--- config.mk ---
export PLATFORM = sky130hd
export DESIGN_NAME = cfe_core
export DESIGN_NICKNAME = d
export VERILOG_FILES = /design/src/cfe_pkg.sv /design/src/cfe_alu.sv /design/src/cfe_core.sv /design/src/cfe_ret_stack.sv
export VERILOG_INCLUDE_DIRS = /design/src
export SDC_FILE = /design/constraint.sdc
export NUM_CORES = 1
export LEC_CHECK = 0
export BUFFER_PORTS_ARGS = -buffer_cell sky130_fd_sc_hd__buf_2
export CAP_MARGIN = 10
export CORE_MARGIN = 2
export CORE_UTILIZATION = 42
export CTS_CLUSTER_DIAMETER = 50
export DETAILED_ROUTE_END_ITERATION = 6
export GPL_ROUTABILITY_DRIVEN = 0
export HOLD_SLACK_MARGIN = 0.02
export PLACE_DENSITY_LB_ADDON = 0.2
export RECOVER_POWER = 50
export SLEW_MARGIN = 20
export SYNTH_ARGS = -nofsm -noshare
export SYNTH_HDL_FRONTEND = slang
export SYNTH_SLANG_ARGS = --single-unit
--- constraint.sdc ---
create_clock -name clk -period 19.6 [get_ports clk]
set_input_delay 0.98 -clock clk [delete_from_list [all_inputs] [get_ports clk]]
set_output_delay 0.98 -clock clk [all_outputs]
set_load 0.02 [all_outputs]
--- src/cfe_defines.svh ---
// Constants for the fetch, execute and return-stack core
`ifndef CFE_DEFINES_SVH
`define CFE_DEFINES_SVH
// Data address that aliases the program counter low byte
`define CFE_PCL_ADDR     8'h06
// Program counter values loaded by reset and interrupt entry
`define CFE_RESET_VEC    12'h000
`define CFE_INT_VEC      12'h004
// Word executed in a dummy cycle
`define CFE_NOP_WORD     16'h0000
// Default number of return-stack levels
`define CFE_STACK_DEPTH  6
// Status bit positions
`define CFE_ST_C         0
`define CFE_ST_AC        1
`define CFE_ST_Z         2
`define CFE_ST_OV        3
// Flag write masks
`define CFE_FW_NONE      4'h0
`define CFE_FW_ALL       4'hf
`define CFE_FW_Z         4'h4
`define CFE_FW_C         4'h1
`endif

--- src/cfe_pkg.sv ---
// Types for the fetch, execute and return-stack core
package cfe_pkg;
    // Instruction phases, Gray coded along CYCLE_PHASES
    typedef enum logic [1:0] {
        PH_T1 = 2'h0,
        PH_T2 = 2'h1,
        PH_T3 = 2'h3,
        PH_T4 = 2'h2
    } cfe_phase_t;

    // Instruction classes in bits 15:12
    typedef enum logic [3:0] {
        OP_NOP  = 4'h0, OP_ALUI = 4'h1, OP_ALUM = 4'h2, OP_ALUA = 4'h3,
        OP_JMP  = 4'h4, OP_CALL = 4'h5, OP_RET  = 4'h6, OP_INTERRUPT_RETURN = 4'h7,
        OP_SZ   = 4'h8, OP_SNZ  = 4'h9, OP_SIZ  = 4'ha, OP_SDZ  = 4'hb,
        OP_MOVM = 4'hc, OP_MOVA = 4'hd, OP_RS0  = 4'he, OP_RS1  = 4'hf
    } cfe_op_t;

    // ALU operations in bits 11:8
    typedef enum logic [3:0] {
        ALU_ADD = 4'h0, ALU_ADC = 4'h1, ALU_SUB = 4'h2, ALU_SBC = 4'h3,
        ALU_DAA = 4'h4, ALU_AND = 4'h5, ALU_OR  = 4'h6, ALU_XOR = 4'h7,
        ALU_CPL = 4'h8, ALU_RR  = 4'h9, ALU_RRC = 4'ha, ALU_RL  = 4'hb,
        ALU_RLC = 4'hc, ALU_INC = 4'hd, ALU_DEC = 4'he, ALU_PASS = 4'hf
    } cfe_alu_t;
endpackage : cfe_pkg

--- src/cfe_alu.sv ---
// Eight-bit ALU with status flag outputs
`timescale 1ns/1ps
`include "cfe_defines.svh"
module cfe_alu
    import cfe_pkg::*;
(
    input  wire logic [3:0] op,
    input  wire logic [7:0] a,
    input  wire logic [7:0] b,
    input  wire logic [3:0] st_in,
    output logic      [7:0] res,
    output logic      [3:0] st_out,
    output logic      [3:0] st_we
);
    // Adder returning {ov, ac, c, sum}
    function automatic logic [10:0] add_f(input logic [7:0] x,
                                          input logic [7:0] y,
                                          input logic       ci);
        logic [8:0] s;
        logic [4:0] h;
        s = {1'b0, x} + {1'b0, y} + {8'h00, ci};
        h = {1'b0, x[3:0]} + {1'b0, y[3:0]} + {4'h0, ci};
        add_f = {(x[7] == y[7]) && (s[7] != x[7]), h[4], s[8], s[7:0]};
    endfunction : add_f

    logic       cin;
    logic       acin;
    logic       lo_adj;
    logic       hi_adj;
    logic [8:0] d1;
    logic [8:0] d2;
    logic [10:0] ar;
    assign cin  = st_in[`CFE_ST_C];
    assign acin = st_in[`CFE_ST_AC];

    // Decimal adjust of the accumulator
    assign lo_adj = (a[3:0] > 4'h9) || acin;
    assign d1     = {1'b0, a} + (lo_adj ? 9'h006 : 9'h000);
    assign hi_adj = (d1[7:4] > 4'h9) || cin || d1[8];
    assign d2     = d1 + (hi_adj ? 9'h060 : 9'h000);

    // Operation select and flag masks
    always_comb
    begin
        ar     = {3'h0, b};
        st_we  = `CFE_FW_Z;
        st_out = st_in;
        case (cfe_alu_t'(op))
            ALU_ADD: begin ar = add_f(a, b, 1'b0); st_we = `CFE_FW_ALL; end
            ALU_ADC: begin ar = add_f(a, b, cin); st_we = `CFE_FW_ALL; end
            ALU_SUB: begin ar = add_f(a, ~b, 1'b1); st_we = `CFE_FW_ALL; end
            ALU_SBC: begin ar = add_f(a, ~b, cin); st_we = `CFE_FW_ALL; end
            ALU_DAA: begin ar = {1'b0, acin, hi_adj, d2[7:0]};
                     st_we = `CFE_FW_C; end
            ALU_AND: ar = {3'h0, a & b};
            ALU_OR:  ar = {3'h0, a | b};
            ALU_XOR: ar = {3'h0, a ^ b};
            ALU_CPL: ar = {3'h0, ~b};
            ALU_RR:  begin ar = {3'h0, b[0], b[7:1]}; st_we = `CFE_FW_NONE; end
            ALU_RRC: begin ar = {2'h0, b[0], cin, b[7:1]}; st_we = `CFE_FW_C; end
            ALU_RL:  begin ar = {3'h0, b[6:0], b[7]}; st_we = `CFE_FW_NONE; end
            ALU_RLC: begin ar = {2'h0, b[7], b[6:0], cin}; st_we = `CFE_FW_C; end
            ALU_INC: ar = add_f(b, 8'h00, 1'b1);
            ALU_DEC: ar = add_f(b, 8'hff, 1'b0);
            default: begin ar = {3'h0, b}; st_we = `CFE_FW_NONE; end
        endcase
        res                = ar[7:0];
        st_out[`CFE_ST_C]  = ar[8];
        st_out[`CFE_ST_AC] = ar[9];
        st_out[`CFE_ST_OV] = ar[10];
        st_out[`CFE_ST_Z]  = (ar[7:0] == 8'h00);
    end
endmodule : cfe_alu

--- src/cfe_core.sv ---
// Instruction sequencer: phases, overlapped fetch, PC, stack and ALU
//
// Notes on behaviour
// - Clock split into four phases; one pass is one instruction cycle.
// - PC advances and a word is fetched at T1; T2-T4 execute.
// - Next fetch overlaps current execution; one instruction per cycle.
// - Jumps and calls take two cycles: target, then branch.
// - Sequential PC increases by one, pointing at the next instruction.
// - Only PC bits 7:0 are visible to software, read and write.
// - PC is 11 or 12 bits; the low byte is bits 7:0.
// - Jump, call, interrupt and reset load the PC directly.
// - A true skip discards the prefetched word and runs a dummy cycle.
// - Writing the PC low byte jumps within the current 256-word page.
// - Writing the PC low byte inserts one dummy cycle.
// - Return stack holds PCs only and is hidden from software.
// - Call and interrupt acknowledge push the PC; returns pop it.
// - Reset sets the stack pointer to the top level.
// - Full stack withholds interrupt acknowledge until a return frees it.
// - A call on a full stack runs and loses the oldest entry.
// - Eight-bit ALU through the accumulator, result to chosen register.
// - ALU flags update together with the result write.
// - Add, subtract, decimal adjust, logic, rotates, increment, decrement.
// - ALU supplies the zero decision for skips; jumps, calls and returns are unconditional.
`timescale 1ns/1ps
`include "cfe_defines.svh"
module cfe_core
    import cfe_pkg::*;
#(
    parameter int PC_W        = 12,
    parameter int STACK_DEPTH = `CFE_STACK_DEPTH
) (
    input  wire logic            clk,
    input  wire logic            sys_rst,
    output logic      [PC_W-1:0] pm_addr,
    input  wire logic [15:0]     pm_rdata,
    output logic      [7:0]      dm_addr,
    output logic      [7:0]      dm_wdata,
    output logic                 dm_we,
    input  wire logic [7:0]      dm_rdata,
    input  wire logic            irq_pending,
    output logic                 int_ack,
    output logic                 int_return,
    output logic      [3:0]      cycle_phases,
    output logic      [7:0]      acc,
    output logic      [3:0]      status
);
    // ------------------------------------------------------------
    // State
    // ------------------------------------------------------------
    cfe_phase_t       phase_reg;
    cfe_phase_t       phase_next;
    logic [3:0]       onehot_reg;
    logic [PC_W-1:0]  pc_reg;
    logic [PC_W-1:0]  pc_next;
    logic [15:0]      ir_reg;
    logic [7:0]       acc_reg;
    logic [3:0]       st_reg;
    logic [7:0]       dma_reg;
    logic [7:0]       dmw_reg;
    logic             dmwe_reg;
    logic             ack_reg;
    logic             interrupt_return_reg;

    // ------------------------------------------------------------
    // Phase generator
    // ------------------------------------------------------------

    // Gray sequence T1, T2, T3, T4, back to T1
    always_comb
    begin
        case (phase_reg)
            PH_T1:   phase_next = PH_T2;
            PH_T2:   phase_next = PH_T3;
            PH_T3:   phase_next = PH_T4;
            PH_T4:   phase_next = PH_T1;
            default: phase_next = PH_T1;
        endcase
    end

    // One-cycle enables derived from the phase
    logic cyc_end;
    logic t1_end;
    assign cyc_end = (phase_reg == PH_T4);
    assign t1_end  = (phase_reg == PH_T1);

    // Phase counter and its one-hot view
    always_ff @(posedge clk)
    begin
        if (sys_rst)
        begin
            phase_reg  <= PH_T1;
            onehot_reg <= 4'h1;
        end
        else
        begin
            phase_reg  <= phase_next;
            onehot_reg <= {onehot_reg[2:0], onehot_reg[3]};
        end
    end

    // ------------------------------------------------------------
    // Decode of the executing word
    // ------------------------------------------------------------
    cfe_op_t         op;
    logic [3:0]      aop;
    logic [7:0]      fld;
    logic [PC_W-1:0] tgt;
    assign op  = cfe_op_t'(ir_reg[15:12]);
    assign aop = ir_reg[11:8];
    assign fld = ir_reg[7:0];
    assign tgt = ir_reg[PC_W-1:0];

    // Instruction class strobes
    logic is_alui;
    logic is_alum;
    logic is_alua;
    logic is_jmp;
    logic is_call;
    logic is_ret;
    logic is_interrupt_return;
    logic is_sz;
    logic is_snz;
    logic is_siz;
    logic is_sdz;
    logic is_movm;
    logic is_mova;
    assign is_alui = (op == OP_ALUI);
    assign is_alum = (op == OP_ALUM);
    assign is_alua = (op == OP_ALUA);
    assign is_jmp  = (op == OP_JMP);
    assign is_call = (op == OP_CALL);
    assign is_ret  = (op == OP_RET);
    assign is_interrupt_return = (op == OP_INTERRUPT_RETURN);
    assign is_sz   = (op == OP_SZ);
    assign is_snz  = (op == OP_SNZ);
    assign is_siz  = (op == OP_SIZ);
    assign is_sdz  = (op == OP_SDZ);
    assign is_movm = (op == OP_MOVM);
    assign is_mova = (op == OP_MOVA);

    // ------------------------------------------------------------
    // Operand fetch and ALU
    // ------------------------------------------------------------

    // Low PC byte stands in for memory at its alias address
    logic       pcl_sel;
    logic [7:0] mem_val;
    assign pcl_sel = (fld == `CFE_PCL_ADDR);
    assign mem_val = pcl_sel ? pc_reg[7:0] : dm_rdata;

    // ALU operand and operation selection
    logic [7:0] alu_b;
    logic [3:0] alu_op;
    assign alu_b  = is_alui ? fld : mem_val;
    assign alu_op = is_siz ? ALU_INC :
                    is_sdz ? ALU_DEC :
                    (is_alui || is_alum || is_alua) ? aop : ALU_PASS;

    logic [7:0] alu_res;
    logic [3:0] alu_st;
    logic [3:0] alu_we;

    // Arithmetic, logic, rotate, adjust and step unit
    cfe_alu u_alu (
        .op     (alu_op),
        .a      (acc_reg),
        .b      (alu_b),
        .st_in  (st_reg),
        .res    (alu_res),
        .st_out (alu_st),
        .st_we  (alu_we)
    );

    // ------------------------------------------------------------
    // Write-back decisions
    // ------------------------------------------------------------
    logic       alu_cls;
    logic       acc_wr;
    logic       mem_wr;
    logic [7:0] wr_data;
    logic       pcl_wr;
    assign alu_cls = is_alui || is_alum || is_alua;
    assign acc_wr  = is_alui || is_alua || is_movm;
    assign mem_wr  = is_alum || is_siz || is_sdz || is_mova;
    assign wr_data = is_mova ? acc_reg : alu_res;
    assign pcl_wr  = mem_wr && pcl_sel;

    // Skip decisions taken from the ALU zero result
    logic res_zero;
    logic skip;
    assign res_zero = alu_st[`CFE_ST_Z];
    assign skip = ((is_sz || is_siz || is_sdz) && res_zero) ||
                  (is_snz && !res_zero);

    // ------------------------------------------------------------
    // Return stack and interrupt entry
    // ------------------------------------------------------------
    logic [PC_W-1:0] stk_top;
    logic            stk_full;
    logic            redirect;
    logic            take_int;
    logic            push;
    logic            pop;

    // Flow changes decided this cycle
    assign redirect = is_jmp || is_call || is_ret || is_interrupt_return || pcl_wr;

    // Interrupt waits while the stack has no free level
    assign take_int = irq_pending && !stk_full && !redirect && !skip;
    assign push = cyc_end && (is_call || take_int);
    assign pop  = cyc_end && (is_ret || is_interrupt_return);

    // Hidden return-address storage, not mapped anywhere
    cfe_ret_stack #(
        .W     (PC_W),
        .DEPTH (STACK_DEPTH)
    ) u_stack (
        .clk     (clk),
        .sys_rst (sys_rst),
        .push    (push),
        .pop     (pop),
        .din     (pc_reg),
        .top     (stk_top),
        .full    (stk_full),
        .empty   ()
    );

    // ------------------------------------------------------------
    // Program counter
    // ------------------------------------------------------------

    // Next PC: load on flow change, else step by one
    always_comb
    begin
        if (is_jmp || is_call)
            pc_next = tgt;
        else if (is_ret || is_interrupt_return)
            pc_next = stk_top;
        else if (pcl_wr)
            pc_next = {pc_reg[PC_W-1:8], wr_data};
        else if (take_int)
            pc_next = PC_W'(`CFE_INT_VEC);
        else
            pc_next = pc_reg + 1'b1;
    end

    // Prefetched word is discarded on any flow change
    logic discard;
    assign discard = redirect || skip || take_int;

    // PC and instruction register move at the start of T1
    always_ff @(posedge clk)
    begin
        if (sys_rst)
        begin
            pc_reg <= PC_W'(`CFE_RESET_VEC);
            ir_reg <= `CFE_NOP_WORD;
        end
        else if (cyc_end)
        begin
            pc_reg <= pc_next;
            ir_reg <= discard ? `CFE_NOP_WORD : pm_rdata;
        end
    end

    // ------------------------------------------------------------
    // Accumulator and status
    // ------------------------------------------------------------

    // Result and flags land on the same edge
    always_ff @(posedge clk)
    begin
        if (sys_rst)
        begin
            acc_reg <= 8'h00;
            st_reg  <= 4'h0;
        end
        else if (cyc_end)
        begin
            if (acc_wr)
                acc_reg <= alu_res;
            if (alu_cls)
                st_reg <= (st_reg & ~alu_we) | (alu_st & alu_we);
        end
    end

    // ------------------------------------------------------------
    // Data memory port
    // ------------------------------------------------------------

    // Address set at T2, write pulse issued at start of T1
    always_ff @(posedge clk)
    begin
        if (sys_rst)
        begin
            dma_reg  <= 8'h00;
            dmw_reg  <= 8'h00;
            dmwe_reg <= 1'b0;
        end
        else
        begin
            if (t1_end)
                dma_reg <= fld;
            if (cyc_end)
                dmw_reg <= wr_data;
            dmwe_reg <= cyc_end && mem_wr && !pcl_sel;
        end
    end

    // ------------------------------------------------------------
    // Interrupt handshake pulses
    // ------------------------------------------------------------

    // One-cycle acknowledge and return marks for the controller
    always_ff @(posedge clk)
    begin
        if (sys_rst)
        begin
            ack_reg  <= 1'b0;
            interrupt_return_reg <= 1'b0;
        end
        else
        begin
            ack_reg  <= cyc_end && take_int;
            interrupt_return_reg <= cyc_end && is_interrupt_return;
        end
    end

    // ------------------------------------------------------------
    // Outputs, all straight from flip-flops
    // ------------------------------------------------------------
    assign pm_addr      = pc_reg;
    assign dm_addr      = dma_reg;
    assign dm_wdata     = dmw_reg;
    assign dm_we        = dmwe_reg;
    assign int_ack      = ack_reg;
    assign int_return   = interrupt_return_reg;
    assign cycle_phases = onehot_reg;
    assign acc          = acc_reg;
    assign status       = st_reg;
endmodule : cfe_core

--- src/cfe_ret_stack.sv ---
// Hidden return-address stack that drops its oldest entry on overflow
`timescale 1ns/1ps
module cfe_ret_stack #(
    parameter int W     = 12,
    parameter int DEPTH = 6
) (
    input  wire logic         clk,
    input  wire logic         sys_rst,
    input  wire logic         push,
    input  wire logic         pop,
    input  wire logic [W-1:0] din,
    output logic      [W-1:0] top,
    output logic              full,
    output logic              empty
);
    logic [W-1:0]             ent_reg [DEPTH];
    logic [$clog2(DEPTH+1)-1:0] lvl_reg;

    // Full and empty from the level pointer
    assign full  = (lvl_reg == ($clog2(DEPTH+1))'(DEPTH));
    assign empty = (lvl_reg == '0);
    assign top   = ent_reg[0];

    // Level pointer, reset to the top of the stack
    always_ff @(posedge clk)
    begin
        if (sys_rst)
            lvl_reg <= '0;
        else if (push && !full)
            lvl_reg <= lvl_reg + 1'b1;
        else if (pop && !push && !empty)
            lvl_reg <= lvl_reg - 1'b1;
    end

    // Entries shift; a push when full loses the deepest entry
    always_ff @(posedge clk)
    begin
        for (int i = 0; i < DEPTH; i++)
        begin
            if (push)
                ent_reg[i] <= (i == 0) ? din : ent_reg[i-1];
            else if (pop && i < DEPTH-1)
                ent_reg[i] <= ent_reg[i+1];
        end
    end
endmodule : cfe_ret_stack
==> flow_summary.yaml <==
setup_path:
  crit_chain: "or4b_1 -> a31oi_1 -> buf_4 -> inv_1 -> ha_1 -> fa_1 -> xnor2_1 -> and3_1 -> mux2i_1 -> xnor2_1 -> o22ai_1 -> or4_1 -> a2111oi_2 -> nand4_1 -> and4bb_4 -> mux2_1 -> a31oi_2 -> buf_4 -> o21ai_0 -> fa_1 -> o211ai_1 -> a21oi_1 -> o221a_2"
  timing.rr.start: "ir_reg[13]$_SDFFE_PP0P_"
  rrSetupSlack_ns: 11.69
  arrival_ns: 8.24
  worstReg2RegEnd: "u_stack.lvl_reg[1]$_SDFFE_PP0P_"
  end_kind: "flop"
  crit_slowest_cell: "or4b_1"
  crit_type: "reg -> reg"
  start_kind: "flop"
  cp_slowest_stage_delay_ns: 0.92
  rr_worst_depth: 23
  worstPathMaxFanout: 19
  crit_required_ns: 19.92
synth:
  synthTopCellsByCount: "251 x nand2_1, 114 x nor2_1, 72 x edfxtp_1"
  synth.area.top_cells: "edfxtp_1 23%, dfxtp_1 14%, nand2_1 9.9%"
  avgSynthCellArea_um2: 8.294
  synth_top_area_share_pct: 22.71
  yosysTopAreaCell: "edfxtp_1"
  synth-warning-count: 0
  netlist_area_mm2: 0.009522
  synth_cell_types: 86
  ys_async_sr_fraction_pct: 0
  synth_enable_flop_cells: 72
  yosysMostFrequentCell: "nand2_1"
  syn_nets: 1218
  synth-seq-area-share_pct: 37.00
  ys_seq_elements: 140
  synth_flop_cell: "edfxtp_1"
  netlist_instances: 1148
global_route:
  grt_pass1_vias: 8165
  grt_max_degree: 65
  grt.overflow.total: 0
  grt_pass1_wl_um: 46070
  grt_usage_pct: 24.53
  antenna_found_initial: 0
final_layout:
  diodes: 0
  largest_reg_flops: 72
  fillCellCount: 2268
  multiInputGateArea_mm2: 0.005575
  syn_to_final_growth_pct: 11.20
  drive_gt1_share_pct: 8.681
  nets: 1255
  regArea_mm2: 0.003523
floorplanning:
  die_area_mm2: 0.02389
  die_x_um: 154.6
  io_pins: 74
  core_mm2: 0.02243
  rows: 55
  die_h_um: 154.6
  start_util_pct: 42.44
power_and_ir_drop:
  combPwrFrac_pct: 11.8
  seqPwrFrac_pct: 43.6
  p_clk_share_pct: 44.6
  internal_power_w: 0.0005282
  ir_drop_v: 0.00005921
  power_density_mw_per_mm2: 70.36
  switching_share_pct: 29.09
  leakagePower_nw: 3.975
  switchingPower_w: 0.0002167
sta:
  fin_skew_ns: 0.01546
  rsz0062_at_grt: "false"
  setup_viol: 0
  period_needed_ns: 7.911
  drv_slew: 116
  hold_violations: 0
  fmax_ghz: 0.1264
  finalSetupTns_ns: 0
  tightest_slew_ns: 2.644
  worst_hold_slack_ns: 0.4378
  timing.final.crit_share_pct: 40.36
  max-slew-margin-rel_pct: -76.23
hold_path:
  hold_end: "cycle_phases[0]$_SDFF_PP1_"
  hp-start: "cycle_phases[3]$_SDFF_PP0_"
  hold_path_class: "reg -> reg"
  hold_depth: 1
clock_network:
  cts_tree: "built"
  cts_sinks: 140
  cts.reportedPaths.clkPinSlew_ns: 0.07
  clk_path_buf_depth: 2
  cts-root-buf: "clkbuf_16"
  postCtsSetupRepairBufs: 0
  cts_hold_buf: 0
  clkLatencyLatePin_ns: 0.43
  cts_buffers: 17
  cts_resized: 0
  htree_num_levels: 4
run_status:
  outcome: "complete, but fails checks"
  violations: "capacitance limit, slew limit"
placed_design:
  port_buffers: 73
  dp_hpwl_um: 20920
job:
  drv_cap: 2
detailed_routing:
  wire_per_inst_um: 19.92
  via_per_inst: 6.013
  vias: 8917
  totalWireLength_um: 29540
  drtIter0Drc: 788
  dr.pass1.iters: 6
  drc: 0
  final_antenna_net_count: 0
-- through the flow --
| stage | setup slack, ns | cell area [um^2] | util (%) | total power, W | std cells |
|---|---|---|---|---|---|
| 6_report | 11.69 | 10590 | 47.19 | 0.0007450 | 1483 |
| 5_1_grt | 11.24 | 10590 | 47.19 | 0.0007696 | 1483 |
| 3_5_place_dp | 11.76 | 10050 | 44.81 | 0.0004173 | 1451 |
| 2_1_floorplan | 9.650 | 9522 | - | 0.0003910 | 1148 |
| 4_1_cts | 11.74 | 10650 | 47.47 | 0.0007477 | 1483 |
| 3_3_place_gp | 12.02 | 10050 | 44.81 | 0.0004168 | 1451 |
-- worst max-delay path by stage --
stage,from,endpoint,slack (ns),cells after the start
after CTS,ir_reg[2]$_SDFFE_PP0P_,u_stack.lvl_reg[1]$_SDFFE_PP0P_,11.74,24
after floorplan,ir_reg[13]$_SDFFE_PP0P_,u_stack.ent_reg[0][0]$_DFFE_PP_,9.65,21
after detailed placement,ir_reg[2]$_SDFFE_PP0P_,u_stack.lvl_reg[1]$_SDFFE_PP0P_,11.76,24
after global routing,ir_reg[13]$_SDFFE_PP0P_,u_stack.lvl_reg[1]$_SDFFE_PP0P_,11.24,23
after global placement,ir_reg[2]$_SDFFE_PP0P_,u_stack.lvl_reg[1]$_SDFFE_PP0P_,12.02,24
final,ir_reg[13]$_SDFFE_PP0P_,u_stack.lvl_reg[1]$_SDFFE_PP0P_,11.69,23
-- metal layers --
layer | vias to the layer above | GRT usage [%] | part of all wire (%)
met5 | - | 0 | 0
met4 | 0 | 10.23 | 3.6
met3 | 69 | 4.399 | 7.4
met2 | 395 | 37.44 | 45
met1 | 4221 | 34.32 | 44
li1 | 4232 | - | -
-- critical path: cells and delay by family (launching register included) --
family | cells | cell delay, ns
flops | 1 | 0.54
mux | 2 | 0.53
fa+ha+maj | 3 | 1.11
simple gates | 5 | 2.30
buf+inv | 3 | 0.63
xor+xnor | 2 | 0.96
compound gates | 8 | 1.70
-- final cells by class --
cell class	count	area share (%)
Clock buffer	17	4.018
Timing Repair Buffer	86	3.770
Tap cell	285	3.368
Inverter	36	1.300
Clock inverter	15	1.607
Sequential cell	140	33.28
Multi-Input combinational cell	904	52.66
-- layout by cell type, fill, tap and decap left out, drive strengths merged, types with 5 or more instances in the layout --
cell	n
or4	6
nor2b	15
mux2i	15
nor2	115
xnor2	33
xor2	11
a221oi	6
nand2	251
nand3	37
and3	18
a21oi	56
mux2	7
nor3	15
a211oi	24
o21ai	47
and4	5
nand4	10
dfxtp	68
o22ai	12
nor4	10
o21a	5
or2	7
clkbuf	66
a2111oi	5
o2111ai	9
a31oi	21
and2	5
a32oi	5
ha	38
edfxtp	72
a22oi	10
o211ai	7
a211o	6
buf	37
a22o	23
fa	5
inv	46
nand2b	9
-- logic make-up after synthesis --
logic type | synth area share [%]
AND/OR/NAND/NOR | 24.49
AO/OA/AOI/OAI | 21.34
flip-flops | 37.00
buffers and inverters | 4.665
XOR/XNOR | 4.047
adder cells (fa/ha/maj) | 6.045
multiplexers | 2.405
-- power groups by stage --
stage	combinational [W]	sequential, W	clock, W
floorplan	0.0000602	0.000331	0
global placement	0.0000856	0.000331	0
detailed placement	0.0000860	0.000331	0
CTS	0.0000867	0.000325	0.000336
global route	0.0000950	0.000326	0.000348
finish	0.0000876	0.000325	0.000332
(Power assumes the default switching activity.)
